File: config.mk
export PLATFORM = sky130hd
export DESIGN_NAME = mwsp_port
export DESIGN_NICKNAME = d
export VERILOG_FILES = /design/src/rtl/mwsp_pkg.sv /design/src/rtl/mwsp_tick_if.sv /design/src/rtl/mwsp_port.sv /design/src/rtl/mwsp_half_timer.sv
export SDC_FILE = /design/constraint.sdc
export NUM_CORES = 1
export LEC_CHECK = 0
export BUFFER_PORTS_ARGS = -buffer_cell sky130_fd_sc_hd__buf_2
export CORE_MARGIN = 10
export CORE_UTILIZATION = 45
export DETAILED_ROUTE_END_ITERATION = 10
export PLACE_DENSITY_LB_ADDON = 0.1
export SLEW_MARGIN = 15
export SYNTH_ARGS = -nofsm -noshare
export SYNTH_HDL_FRONTEND = slang
export SYNTH_HIERARCHICAL = 1
export SYNTH_SLANG_ARGS = --single-unit
File: constraint.sdc
create_clock -name sys_clk -period 3.9 [get_ports sys_clk]
set_clock_uncertainty 0.1 [all_clocks]
set_input_delay 0.195 -clock sys_clk [delete_from_list [all_inputs] [get_ports sys_clk]]
set_output_delay 0.195 -clock sys_clk [all_outputs]
set_load 0.02 [all_outputs]
File: src/rtl/mwsp_pkg.sv
package mwsp_pkg;

  // reference operating clocks, in MHz, and the system clock they derive from
  localparam logic [7:0]  SYS_CLK_MHZ   = 8'h7d;
  localparam logic [7:0]  REF_80_MHZ    = 8'h50;
  localparam logic [7:0]  REF_60_MHZ    = 8'h3c;
  localparam logic [7:0]  REF_48_MHZ    = 8'h30;
  localparam logic [7:0]  REF_24_MHZ    = 8'h18;

  // operating clock select codes
  localparam logic [1:0]  CLK_SEL_80    = 2'h0;
  localparam logic [1:0]  CLK_SEL_60    = 2'h1;
  localparam logic [1:0]  CLK_SEL_48    = 2'h2;
  localparam logic [1:0]  CLK_SEL_24    = 2'h3;

  // select guard, select hold and inter-byte idle, in serial clock periods and half periods
  localparam logic [3:0]  GUARD_PERIODS = 4'h6;
  localparam logic [4:0]  GUARD_HALVES  = 5'h0c;

  // index of the last serial clock edge of one byte for each width
  localparam logic [3:0]  LAST_EDGE_X1  = 4'hf;
  localparam logic [3:0]  LAST_EDGE_X2  = 4'h7;
  localparam logic [3:0]  LAST_EDGE_X4  = 4'h3;

  // bits moved per serial clock for each width
  localparam logic [2:0]  BITS_X1       = 3'h1;
  localparam logic [2:0]  BITS_X2       = 3'h2;
  localparam logic [2:0]  BITS_X4       = 3'h4;

  // reset values and the slave fill byte
  localparam logic [7:0]  SHIFT_RST     = 8'h00;
  localparam logic [7:0]  SLAVE_FILL    = 8'h00;
  localparam logic [5:0]  PIN_SYNC_RST  = 6'h3f;

  typedef enum logic [1:0] {
    MWSP_W_SINGLE = 2'h0,
    MWSP_W_DUAL   = 2'h1,
    MWSP_W_QUAD   = 2'h2
  } mwsp_width_e;

  // gray coded along idle -> lead -> shift -> gap; shift -> trail moves two bits
  typedef enum logic [2:0] {
    MWSP_ST_IDLE  = 3'h0,
    MWSP_ST_LEAD  = 3'h1,
    MWSP_ST_SHIFT = 3'h3,
    MWSP_ST_GAP   = 3'h2,
    MWSP_ST_TRAIL = 3'h6
  } mwsp_state_e;

endpackage

File: src/rtl/mwsp_tick_if.sv
`timescale 1ns/1ps
`default_nettype none
interface mwsp_tick_if #(parameter int DIV_W = 8);
  logic [1:0]       sel;
  logic [DIV_W-1:0] div;
  logic             run;
  logic             half_end;

  modport gen  (input sel, input div, input run, output half_end);
  modport user (output sel, output div, output run, input half_end);
endinterface
`default_nettype wire

File: src/rtl/mwsp_port.sv
// Notes on behaviour
// single width shifts out on MOSI and in on MISO in the same clocks
// dual/quad bus: MOSI bit0, MISO bit1, line two bit2, line three bit3
// dual width moves two bits per clock, one direction only
// quad width moves four bits per clock, one direction only
// dual and quad only as master; slave is single full duplex
// master has four active-low select outputs, zero to three
// slave transfers are qualified by the select input; master ignores it
// all four polarity/phase pairs; polarity only sets the idle level
// phase picks which clock edge launches and which samples data
// the peer must use the same polarity and phase
// master takes new polarity and phase between transfers
// clock phases are whole ratio counts of the operating clock
// master clock period is high phase plus low phase
// select asserted six clock periods before the first clock
// select held six clock periods after the last clock
// master idles the clock six periods between bytes
// slave accepts bytes back to back with no idle
// an external master keeps its clock period at 50 ns or more
// at low interface supply keep master clock at or below 30 MHz
// operating clock selectable among 80, 60, 48 and 24 MHz
// slave clock at most a quarter of the operating clock
// phase 0 launches before the first edge; phase 1 on it
// selects are active low; bytes go most significant bit first
`timescale 1ns/1ps
`default_nettype none
module mwsp_port import mwsp_pkg::*; #(
  parameter int DIV_W = 8
) (
  // clock and reset
  input  wire logic             sys_clk,
  input  wire logic             rst,
  // configuration
  input  wire logic             role_master,
  input  wire logic [1:0]       width_sel,
  input  wire logic             dir_send,
  input  wire logic             cpol,
  input  wire logic             cpha,
  input  wire logic [1:0]       clk_sel,
  input  wire logic [DIV_W-1:0] div_ratio,
  input  wire logic [1:0]       ss_sel,
  // byte stream
  input  wire logic             tx_valid,
  input  wire logic [7:0]       tx_data,
  input  wire logic             tx_last,
  output logic                  tx_ready,
  output logic                  rx_valid,
  output logic [7:0]            rx_data,
  output logic                  busy,
  // serial pins
  input  wire logic             sck_i,
  output logic                  sck_o,
  output logic                  sck_oe_n,
  input  wire logic [3:0]       data_line_i,
  output logic [3:0]            data_line_o,
  output logic [3:0]            data_line_oe_n,
  output logic [3:0]            slave_select_out_n,
  input  wire logic             ss_in_n
);

  mwsp_state_e st_q;
  mwsp_state_e st_d;
  logic [4:0]  hc_q;
  logic [3:0]  edge_q;
  logic        sclk_q;
  logic [7:0]  sh_q;
  logic [7:0]  rx_sh_q;
  logic [7:0]  rx_data_q;
  logic        rx_valid_q;
  logic        last_q;
  logic        cpol_q;
  logic        cpha_q;
  logic        dir_q;
  logic [1:0]  width_q;
  logic [1:0]  ss_sel_q;
  logic [5:0]  s1_q;
  logic [5:0]  s2_q;
  logic [5:0]  s3_q;
  logic [5:0]  filt_q;
  logic        sck_prev_q;
  logic        ss_prev_q;
  logic [2:0]  s_lcnt_q;
  logic [2:0]  s_scnt_q;

  generate
    if (DIV_W < 1 || DIV_W > 16) begin : g_bad_div
      $error("mwsp_port: DIV_W must lie in 1..16");
    end
  endgenerate

  // one phase timer serves lead, bytes, gap and trail alike
  mwsp_tick_if #(.DIV_W(DIV_W)) tmr_if();

  mwsp_half_timer #(.DIV_W(DIV_W)) u_timer (
    .sys_clk (sys_clk),
    .rst     (rst),
    .tmr     (tmr_if.gen)
  );

  // pin synchroniser: a change counts once stages two and three agree
  // costs up to four cycles, so read data want phases well above that
  wire [5:0] pin_raw  = {ss_in_n, sck_i, data_line_i};
  wire [5:0] agree    = ~(s2_q ^ s3_q);
  wire [5:0] filt_d   = (agree & s3_q) | (~agree & filt_q);
  wire [3:0] in_d     = filt_q[3:0];
  wire       in_sck   = filt_q[4];
  wire       in_ss_n  = filt_q[5];

  // configuration and widths
  wire       cfg_open   = (st_q == MWSP_ST_IDLE) && (role_master || in_ss_n);
  wire       is_quad    = (width_q == MWSP_W_QUAD);
  wire       is_dual    = (width_q == MWSP_W_DUAL);
  wire       is_single  = !is_quad && !is_dual;
  wire [1:0] width_eff  = role_master ? width_sel : MWSP_W_SINGLE;
  wire [2:0] bpc        = is_quad ? BITS_X4 : is_dual ? BITS_X2 : BITS_X1;
  wire [3:0] last_edge  = is_quad ? LAST_EDGE_X4 :
                          is_dual ? LAST_EDGE_X2 : LAST_EDGE_X1;

  // master timing
  wire       m_run      = role_master && (st_q != MWSP_ST_IDLE);
  wire       half_end   = tmr_if.half_end;
  wire       in_shift   = (st_q == MWSP_ST_SHIFT);
  wire       guard_done = (hc_q == GUARD_HALVES);
  assign tmr_if.sel = clk_sel;
  // low interface supply wants a ratio giving phases of 16.67 ns or more
  assign tmr_if.div = div_ratio;
  // restart on every state change so no phase begins part-spent
  assign tmr_if.run = m_run && (st_d == st_q);

  // master edge events: even edges lead, odd edges trail
  wire m_edge   = half_end && in_shift;
  wire m_samp   = m_edge && (edge_q[0] == cpha_q);
  wire m_shift  = m_edge && (edge_q[0] != cpha_q) && (edge_q != 4'h0)
                  && (edge_q != last_edge);
  wire byte_end = m_edge && (edge_q == last_edge);
  wire m_ready  = (st_q == MWSP_ST_IDLE) ||
                  ((st_q == MWSP_ST_GAP) && guard_done);
  wire m_take   = role_master && tx_valid && m_ready;

  // counters restart on every state change so each stage counts from zero
  wire       st_move = (st_d != st_q);
  wire [4:0] hc_d    = st_move ? 5'h00 :
                       (half_end && !guard_done) ? hc_q + 5'h01 : hc_q;
  wire [3:0] edge_d  = st_move ? 4'h0 : m_edge ? edge_q + 4'h1 : edge_q;

  // slave edge events
  // slave edges come through the synchroniser, hence the clock limit
  wire s_act    = !role_master && !in_ss_n;
  wire sck_rise = in_sck && !sck_prev_q;
  wire sck_fall = !in_sck && sck_prev_q;
  wire lead_e   = cpol_q ? sck_fall : sck_rise;
  wire trail_e  = cpol_q ? sck_rise : sck_fall;
  wire ss_fall  = !in_ss_n && ss_prev_q;
  wire s_samp   = s_act && (cpha_q ? trail_e : lead_e);
  wire s_launch = s_act && ((cpha_q ? lead_e : trail_e) ||
                  (ss_fall && !cpha_q));
  // with phase 0 the launch after a frame's last bit loads again: one spare byte is taken
  wire s_load   = s_launch && (s_lcnt_q == 3'h0);
  wire s_shift  = s_launch && (s_lcnt_q != 3'h0);
  wire s_done   = s_samp && (s_scnt_q == 3'h7);

  // shared shifter controls
  wire       do_load  = m_take || s_load;
  wire       do_shift = m_shift || s_shift;
  wire       do_samp  = m_samp || s_samp;
  wire [7:0] load_val = (role_master || tx_valid) ? tx_data : SLAVE_FILL;
  wire       miso_in  = role_master ? in_d[1] : in_d[0];
  wire [7:0] rx_shift = is_quad ? {rx_sh_q[3:0], in_d} :
                        is_dual ? {rx_sh_q[5:0], in_d[1:0]} :
                        {rx_sh_q[6:0], miso_in};
  wire [7:0] rx_next  = do_samp ? rx_shift : rx_sh_q;
  wire       rx_fire  = role_master ? (byte_end && (is_single || !dir_q))
                                    : s_done;

  // pin drive, oe low while driving
  // single keeps only the out line driven; the peer owns the in line
  wire       m_drive  = role_master && (st_q != MWSP_ST_IDLE);
  wire [3:0] m_dout   = is_quad ? sh_q[7:4] :
                        is_dual ? {2'b00, sh_q[7:6]} :
                        {3'b000, sh_q[7]};
  wire [3:0] m_oe_n   = !m_drive ? 4'hf :
                        is_quad ? (dir_q ? 4'h0 : 4'hf) :
                        is_dual ? (dir_q ? 4'hc : 4'hf) : 4'he;
  wire [3:0] ss_onehot = 4'h1 << ss_sel_q;

  assign sck_o              = sclk_q;
  assign sck_oe_n           = !role_master;
  assign data_line_o        = role_master ? m_dout : {2'b00, sh_q[7], 1'b0};
  assign data_line_oe_n     = role_master ? m_oe_n : (s_act ? 4'hd : 4'hf);
  assign slave_select_out_n = m_drive ? ~ss_onehot : 4'hf;
  assign tx_ready           = role_master ? m_ready : s_load;
  assign rx_valid           = rx_valid_q;
  assign rx_data            = rx_data_q;
  assign busy               = m_drive || s_act;

  // master sequencer
  // the gap holds the clock still until the next byte comes, however late
  always_comb begin
    st_d = st_q;
    case (st_q)
      MWSP_ST_IDLE: begin
        if (m_take) begin
          st_d = MWSP_ST_LEAD;
        end
      end
      MWSP_ST_LEAD: begin
        if (guard_done) begin
          st_d = MWSP_ST_SHIFT;
        end
      end
      MWSP_ST_SHIFT: begin
        if (byte_end) begin
          st_d = last_q ? MWSP_ST_TRAIL : MWSP_ST_GAP;
        end
      end
      MWSP_ST_GAP: begin
        if (m_take) begin
          st_d = MWSP_ST_SHIFT;
        end
      end
      MWSP_ST_TRAIL: begin
        if (guard_done) begin
          st_d = MWSP_ST_IDLE;
        end
      end
      default: begin
        st_d = MWSP_ST_IDLE;
      end
    endcase
    if (!role_master) begin
      st_d = MWSP_ST_IDLE;
    end
  end

  always_ff @(posedge sys_clk or posedge rst) begin
    if (rst) begin
      s1_q   <= PIN_SYNC_RST;
      s2_q   <= PIN_SYNC_RST;
      s3_q   <= PIN_SYNC_RST;
      filt_q <= PIN_SYNC_RST;
    end else begin
      s1_q   <= pin_raw;
      s2_q   <= s1_q;
      s3_q   <= s2_q;
      filt_q <= filt_d;
    end
  end

  // polarity, phase, direction, width and select are only taken while idle, so a transfer never sees them move
  always_ff @(posedge sys_clk or posedge rst) begin
    if (rst) begin
      cpol_q   <= 1'b0;
      cpha_q   <= 1'b0;
      dir_q    <= 1'b0;
      width_q  <= MWSP_W_SINGLE;
      ss_sel_q <= 2'h0;
    end else if (cfg_open) begin
      cpol_q   <= cpol;
      cpha_q   <= cpha;
      dir_q    <= dir_send;
      width_q  <= width_eff;
      ss_sel_q <= ss_sel;
    end
  end

  always_ff @(posedge sys_clk or posedge rst) begin
    if (rst) begin
      st_q   <= MWSP_ST_IDLE;
      hc_q   <= 5'h00;
      edge_q <= 4'h0;
      last_q <= 1'b0;
    end else begin
      st_q   <= st_d;
      hc_q   <= hc_d;
      edge_q <= edge_d;
      if (m_take) begin
        last_q <= tx_last;
      end
    end
  end

  // serial clock: idles at polarity, one toggle per phase end while shifting
  // idle level follows the live input so a new polarity shows no later than select
  always_ff @(posedge sys_clk or posedge rst) begin
    if (rst) begin
      sclk_q <= 1'b0;
    end else if (st_q == MWSP_ST_IDLE) begin
      sclk_q <= cpol;
    end else if (m_edge) begin
      sclk_q <= !sclk_q;
    end
  end

  always_ff @(posedge sys_clk or posedge rst) begin
    if (rst) begin
      sh_q <= SHIFT_RST;
    end else if (do_load) begin
      sh_q <= load_val;
    end else if (do_shift) begin
      // slave shifts one bit per edge whatever width was asked for
      sh_q <= role_master ? (sh_q << bpc) : (sh_q << 1);
    end
  end

  always_ff @(posedge sys_clk or posedge rst) begin
    if (rst) begin
      rx_sh_q    <= SHIFT_RST;
      rx_data_q  <= SHIFT_RST;
      rx_valid_q <= 1'b0;
    end else begin
      rx_sh_q    <= rx_next;
      rx_valid_q <= rx_fire;
      // rx data move only on a whole byte, so a slow reader still sees it
      if (rx_fire) begin
        rx_data_q <= rx_next;
      end
    end
  end

  // slave bit counters restart whenever the select input is released
  always_ff @(posedge sys_clk or posedge rst) begin
    if (rst) begin
      sck_prev_q <= 1'b0;
      ss_prev_q  <= 1'b1;
      s_lcnt_q   <= 3'h0;
      s_scnt_q   <= 3'h0;
    end else begin
      sck_prev_q <= in_sck;
      ss_prev_q  <= in_ss_n;
      if (!s_act) begin
        s_lcnt_q <= 3'h0;
        s_scnt_q <= 3'h0;
      end else begin
        s_lcnt_q <= s_launch ? s_lcnt_q + 3'h1 : s_lcnt_q;
        s_scnt_q <= s_samp ? s_scnt_q + 3'h1 : s_scnt_q;
      end
    end
  end

endmodule
`default_nettype wire

File: src/rtl/mwsp_half_timer.sv
`timescale 1ns/1ps
`default_nettype none
module mwsp_half_timer import mwsp_pkg::*; #(
  parameter int DIV_W = 8
) (
  // clock and reset
  input  wire logic     sys_clk,
  input  wire logic     rst,
  // timing request and phase-end pulse
  mwsp_tick_if.gen      tmr
);

  localparam int ACC_W = DIV_W + 8;

  generate
    if (DIV_W < 1 || DIV_W > 16) begin : g_bad_div
      $error("mwsp_half_timer: DIV_W must lie in 1..16");
    end
  endgenerate

  logic [ACC_W-1:0] acc_q;
  logic             half_q;
  logic [7:0]       ref_mhz;
  logic [DIV_W-1:0] div_eff;
  logic [ACC_W-1:0] target;
  logic [ACC_W-1:0] acc_next;
  logic             hit;

  // the accumulator gains the operating rate per system cycle, so one phase
  // spans ratio operating periods rounded up to whole system cycles
  assign ref_mhz  = (tmr.sel == CLK_SEL_80) ? REF_80_MHZ :
                    (tmr.sel == CLK_SEL_60) ? REF_60_MHZ :
                    (tmr.sel == CLK_SEL_48) ? REF_48_MHZ : REF_24_MHZ;
  assign div_eff  = (tmr.div == '0) ? DIV_W'(1) : tmr.div;
  assign target   = ACC_W'(div_eff) * ACC_W'(SYS_CLK_MHZ);
  assign acc_next = acc_q + ACC_W'(ref_mhz);
  assign hit      = tmr.run && (acc_next >= target);
  assign tmr.half_end = half_q;

  // remainder dropped on purpose: no phase ever comes out short
  always_ff @(posedge sys_clk or posedge rst) begin
    if (rst) begin
      acc_q  <= '0;
      half_q <= 1'b0;
    end else begin
      acc_q  <= (!tmr.run || hit) ? '0 : acc_next;
      half_q <= hit;
    end
  end

endmodule
`default_nettype wire

==> impl_metrics.toml <==
[floorplanning]
dieArea_mm2 = 0.0198
initial_core_util = 0.456
design.portCount = 61
core-area_mm2 = 0.0144
fp-row-count = 44
die_outline_width_um = 141
chipHeight_um = 141

[run_status]
run_status = "finished, violations left"
violated_checks = "setup timing"

[finish]
drive_gt1_frac = 0.322
area_growth_syn_to_layout_pct = 24.5
num_antenna_cells = 0
final_common_cell = "sky130_fd_sc_hd__dfrtp_1"
finish.utilization = 0.567
layout_common_cells = "sky130_fd_sc_hd__dfrtp_1, sky130_fd_sc_hd__ha_1, sky130_fd_sc_hd__buf_4, sky130_fd_sc_hd__buf_2, sky130_fd_sc_hd__inv_1"
post_layout_nonfiller_instances = 941
fin_nets = 877

[global_route]
maximum_number_of_pins_on_one_net_before_global_route_repair = 37
grt_total_ovfl = 0
first_global_vias = 5466
grt_antenna_before_repair = 0
global_route_wire_length_before_repair_mm = 26.3
grt_util_all_layers = 0.158

[hold_path]
timing.hold.worst.class = "in2reg"

[yosys]
ys.warnings.count = 6
post-synth-top-area-cell = "sky130_fd_sc_hd__dfrtp_1"
postSynth.topFlopCell = "sky130_fd_sc_hd__dfrtp_1"
netlist_area_mm2 = 0.00655
async_flop_share = 1.00
synth_seq_area_share = 0.360
postSynthCellCount = 628
synth-edff-count = 0
yosys_register_bits = 93
syn-num-nets = 753
synth.top_cells.by_area = "sky130_fd_sc_hd__dfrtp_1, sky130_fd_sc_hd__ha_1, sky130_fd_sc_hd__dfstp_2"
syn_area_per_cell_um2 = 10.4
synth_cell_type_count = 78
synth_top_cell_area_share = 0.260

[timing]
slew_headroom = 0.408
setup_ws_ns = -1.60
slew_viol_final = 0
grt_setup_unrepaired = "yes"
tightest_slew_ns = 0.882
max_freq_ghz = 0.182
final_min_period_over_clock_period = 1.41
finalHoldViolations = 0
clock_period_minus_worst_slack_ns = 5.50
setup-violations-final = 14
fin_setup_tns_ns = -21.91

[critical_path]
crit_path_max_fanout = 7
worst-setup-path-type = "in2reg"
critical_path.slowest_cell = "sky130_fd_sc_hd__or4_4"
critPathRequiredTime_ns = 4.04
critPathArrivalTime_ns = 5.64
end_kind = "register"
cp_slowest_stage_delay_ns = 0.58
cp_num_buf_inv = 6
cpMostUsedCell = "sky130_fd_sc_hd__fa_1"
timing.critical_path.max_delay_family = "adder cells"
startpoint_type_of_the_worst_setup_path = "primary input"

[drt]
routed-via-count = 5045
wl_mm = 15.1
route.antenna.remaining_nets = 0
drcViolationCount = 0
drt_pass1_iterations = 5
detail_route.wl_per_cell_um = 16.1
drt_iter0_markers = 153
post_drt_via_cell_ratio = 5.36

[place]
dpl.cell_count = 905
globalplace.congestion = 0.849
portBuffers = 60
dp_hpwl_mm = 11.7
post-place-ws_ns = -2.18

[power_and_ir_drop]
power-per-cell-area_mw_per_mm2 = 512
max-vdd-ir-drop_uv = 366
power.static_leakage_nw = 3.82

[clock_network]
cts.htree.levels = 3
insertion_delay_ns = 0.35
cts.sink_count = 93
max-clock-path-buffers = 2
cts.reportedPaths.clkPinSlew_ns = 0.07
cts-buffers-inserted = 9
clockRootBuffer = "sky130_fd_sc_hd__clkbuf_16"
tritoncts = "yes"

[run]
maxCapViolCount = 0
[layer usage]
layer  vias to the layer above  global-route usage  wire length, um
li1                       2481                   -                -
met2                        86               0.268             7620
met5                         -                   0                0
met3                        14              0.0272              527
met4                         0              0.0440              175
met1                      2464               0.201             6790
[what timing repair did]
action                     4_1_cts  5_1_grt
pin swaps                        8       13
hold buffers                    13        0
resized for setup               21       14
setup buffers                    5        1
hold endpoints to repair        39        0
setup endpoints to repair       14       14
gates cloned                     1        0
[cell type report]
cell class | count | area (um^2)
clock buffer | 11 | 253
clock inverter | 5 | 88.8
fill | 1257 | 6220
inverter | 58 | 256
multi-input combinational | 458 | 4050
sequential | 93 | 2360
tap | 184 | 230
timing repair buffer | 132 | 915
[sequential cells by signal, indices dropped and copies added (netlist names), 2 cells and up]
register       count
s3_q               6
s_scnt_q           3
edge_q             4
sh_q               8
s_lcnt_q           3
u_timer/acc_q     14
s1_q               6
filt_q             6
rx_data            8
width_q            2
st_q               3
rx_sh_q            8
ss_sel_q           2
s2_q               6
hc_q               5
[worst register-to-register path: cells and delay by family (launching register included)]
family / cells / cell delay (ns)
AOI/OAI and AO/OA: 5 / 0.94
xor gates and xnor gates: 1 / 0.19
adders and majority gates: 3 / 0.93
DFF: 1 / 0.37
and+or+nand+nor: 3 / 0.95
[synth_stat cells (19+ instances only)]
| cell | n |
|---|---|
| sky130_fd_sc_hd__a21oi_1 | 19 |
| sky130_fd_sc_hd__dfrtp_1 | 68 |
| sky130_fd_sc_hd__dfstp_2 | 25 |
| sky130_fd_sc_hd__fa_1 | 19 |
| sky130_fd_sc_hd__ha_1 | 70 |
| sky130_fd_sc_hd__inv_1 | 58 |
| sky130_fd_sc_hd__mux2_2 | 28 |
| sky130_fd_sc_hd__nand2_1 | 40 |
| sky130_fd_sc_hd__nor2_1 | 37 |
| sky130_fd_sc_hd__nor3_1 | 19 |
| sky130_fd_sc_hd__o21ai_0 | 23 |
| sky130_fd_sc_hd__xnor2_1 | 22 |
[cell families after synthesis]
logic type | count (synthesis) | synth area share
simple gates | 164 | 0.135
xor+xnor | 38 | 0.0520
flops | 93 | 0.360
buf+inv | 78 | 0.0495
mux | 42 | 0.0701
other cells | 1 | 0.000573
compound gates | 117 | 0.132
fa+ha+maj | 95 | 0.201
[stage by stage]
step                      area (um^2)  power (mW)  hold slack, ns
after global placement           7480        3.00           0.138
after global routing             8150        4.50          0.0252
after detailed placement         7480        3.05           0.149
final                            8150        4.17          0.0307
after CTS                        8090        4.13          0.0223
after floorplan                  6660        2.46        -0.00352
[worst paths after layout]
| check | start | end | cells after the start | slack [ns] |
|---|---|---|---|---|
| worst min register to register | s1_q[5] | s2_q[5] | 0 | 0.25 |
| worst max-delay path | div_ratio[7] | u_timer/tmr.half_end | 26 | -1.60 |
| worst max register to register | u_timer/acc_q[2] | u_timer/tmr.half_end | 12 | 0.33 |
| min in group asynchronous | rst | rx_sh_q[2] | 3 | 0.31 |
| worst min-delay path | width_sel[0] | width_q[0] | 2 | 0.03 |
| max in group asynchronous | rst | s_scnt_q[0] | 4 | 2.51 |
[report_power, final]
group / switching, mW / internal (mW) / total, mW
Clock: 0.384 / 0.606 / 0.989
Sequential: 0.117 / 1.10 / 1.21
Combinational: 1.01 / 0.963 / 1.97
No activity file was read; power rests on OpenSTA's default activity.
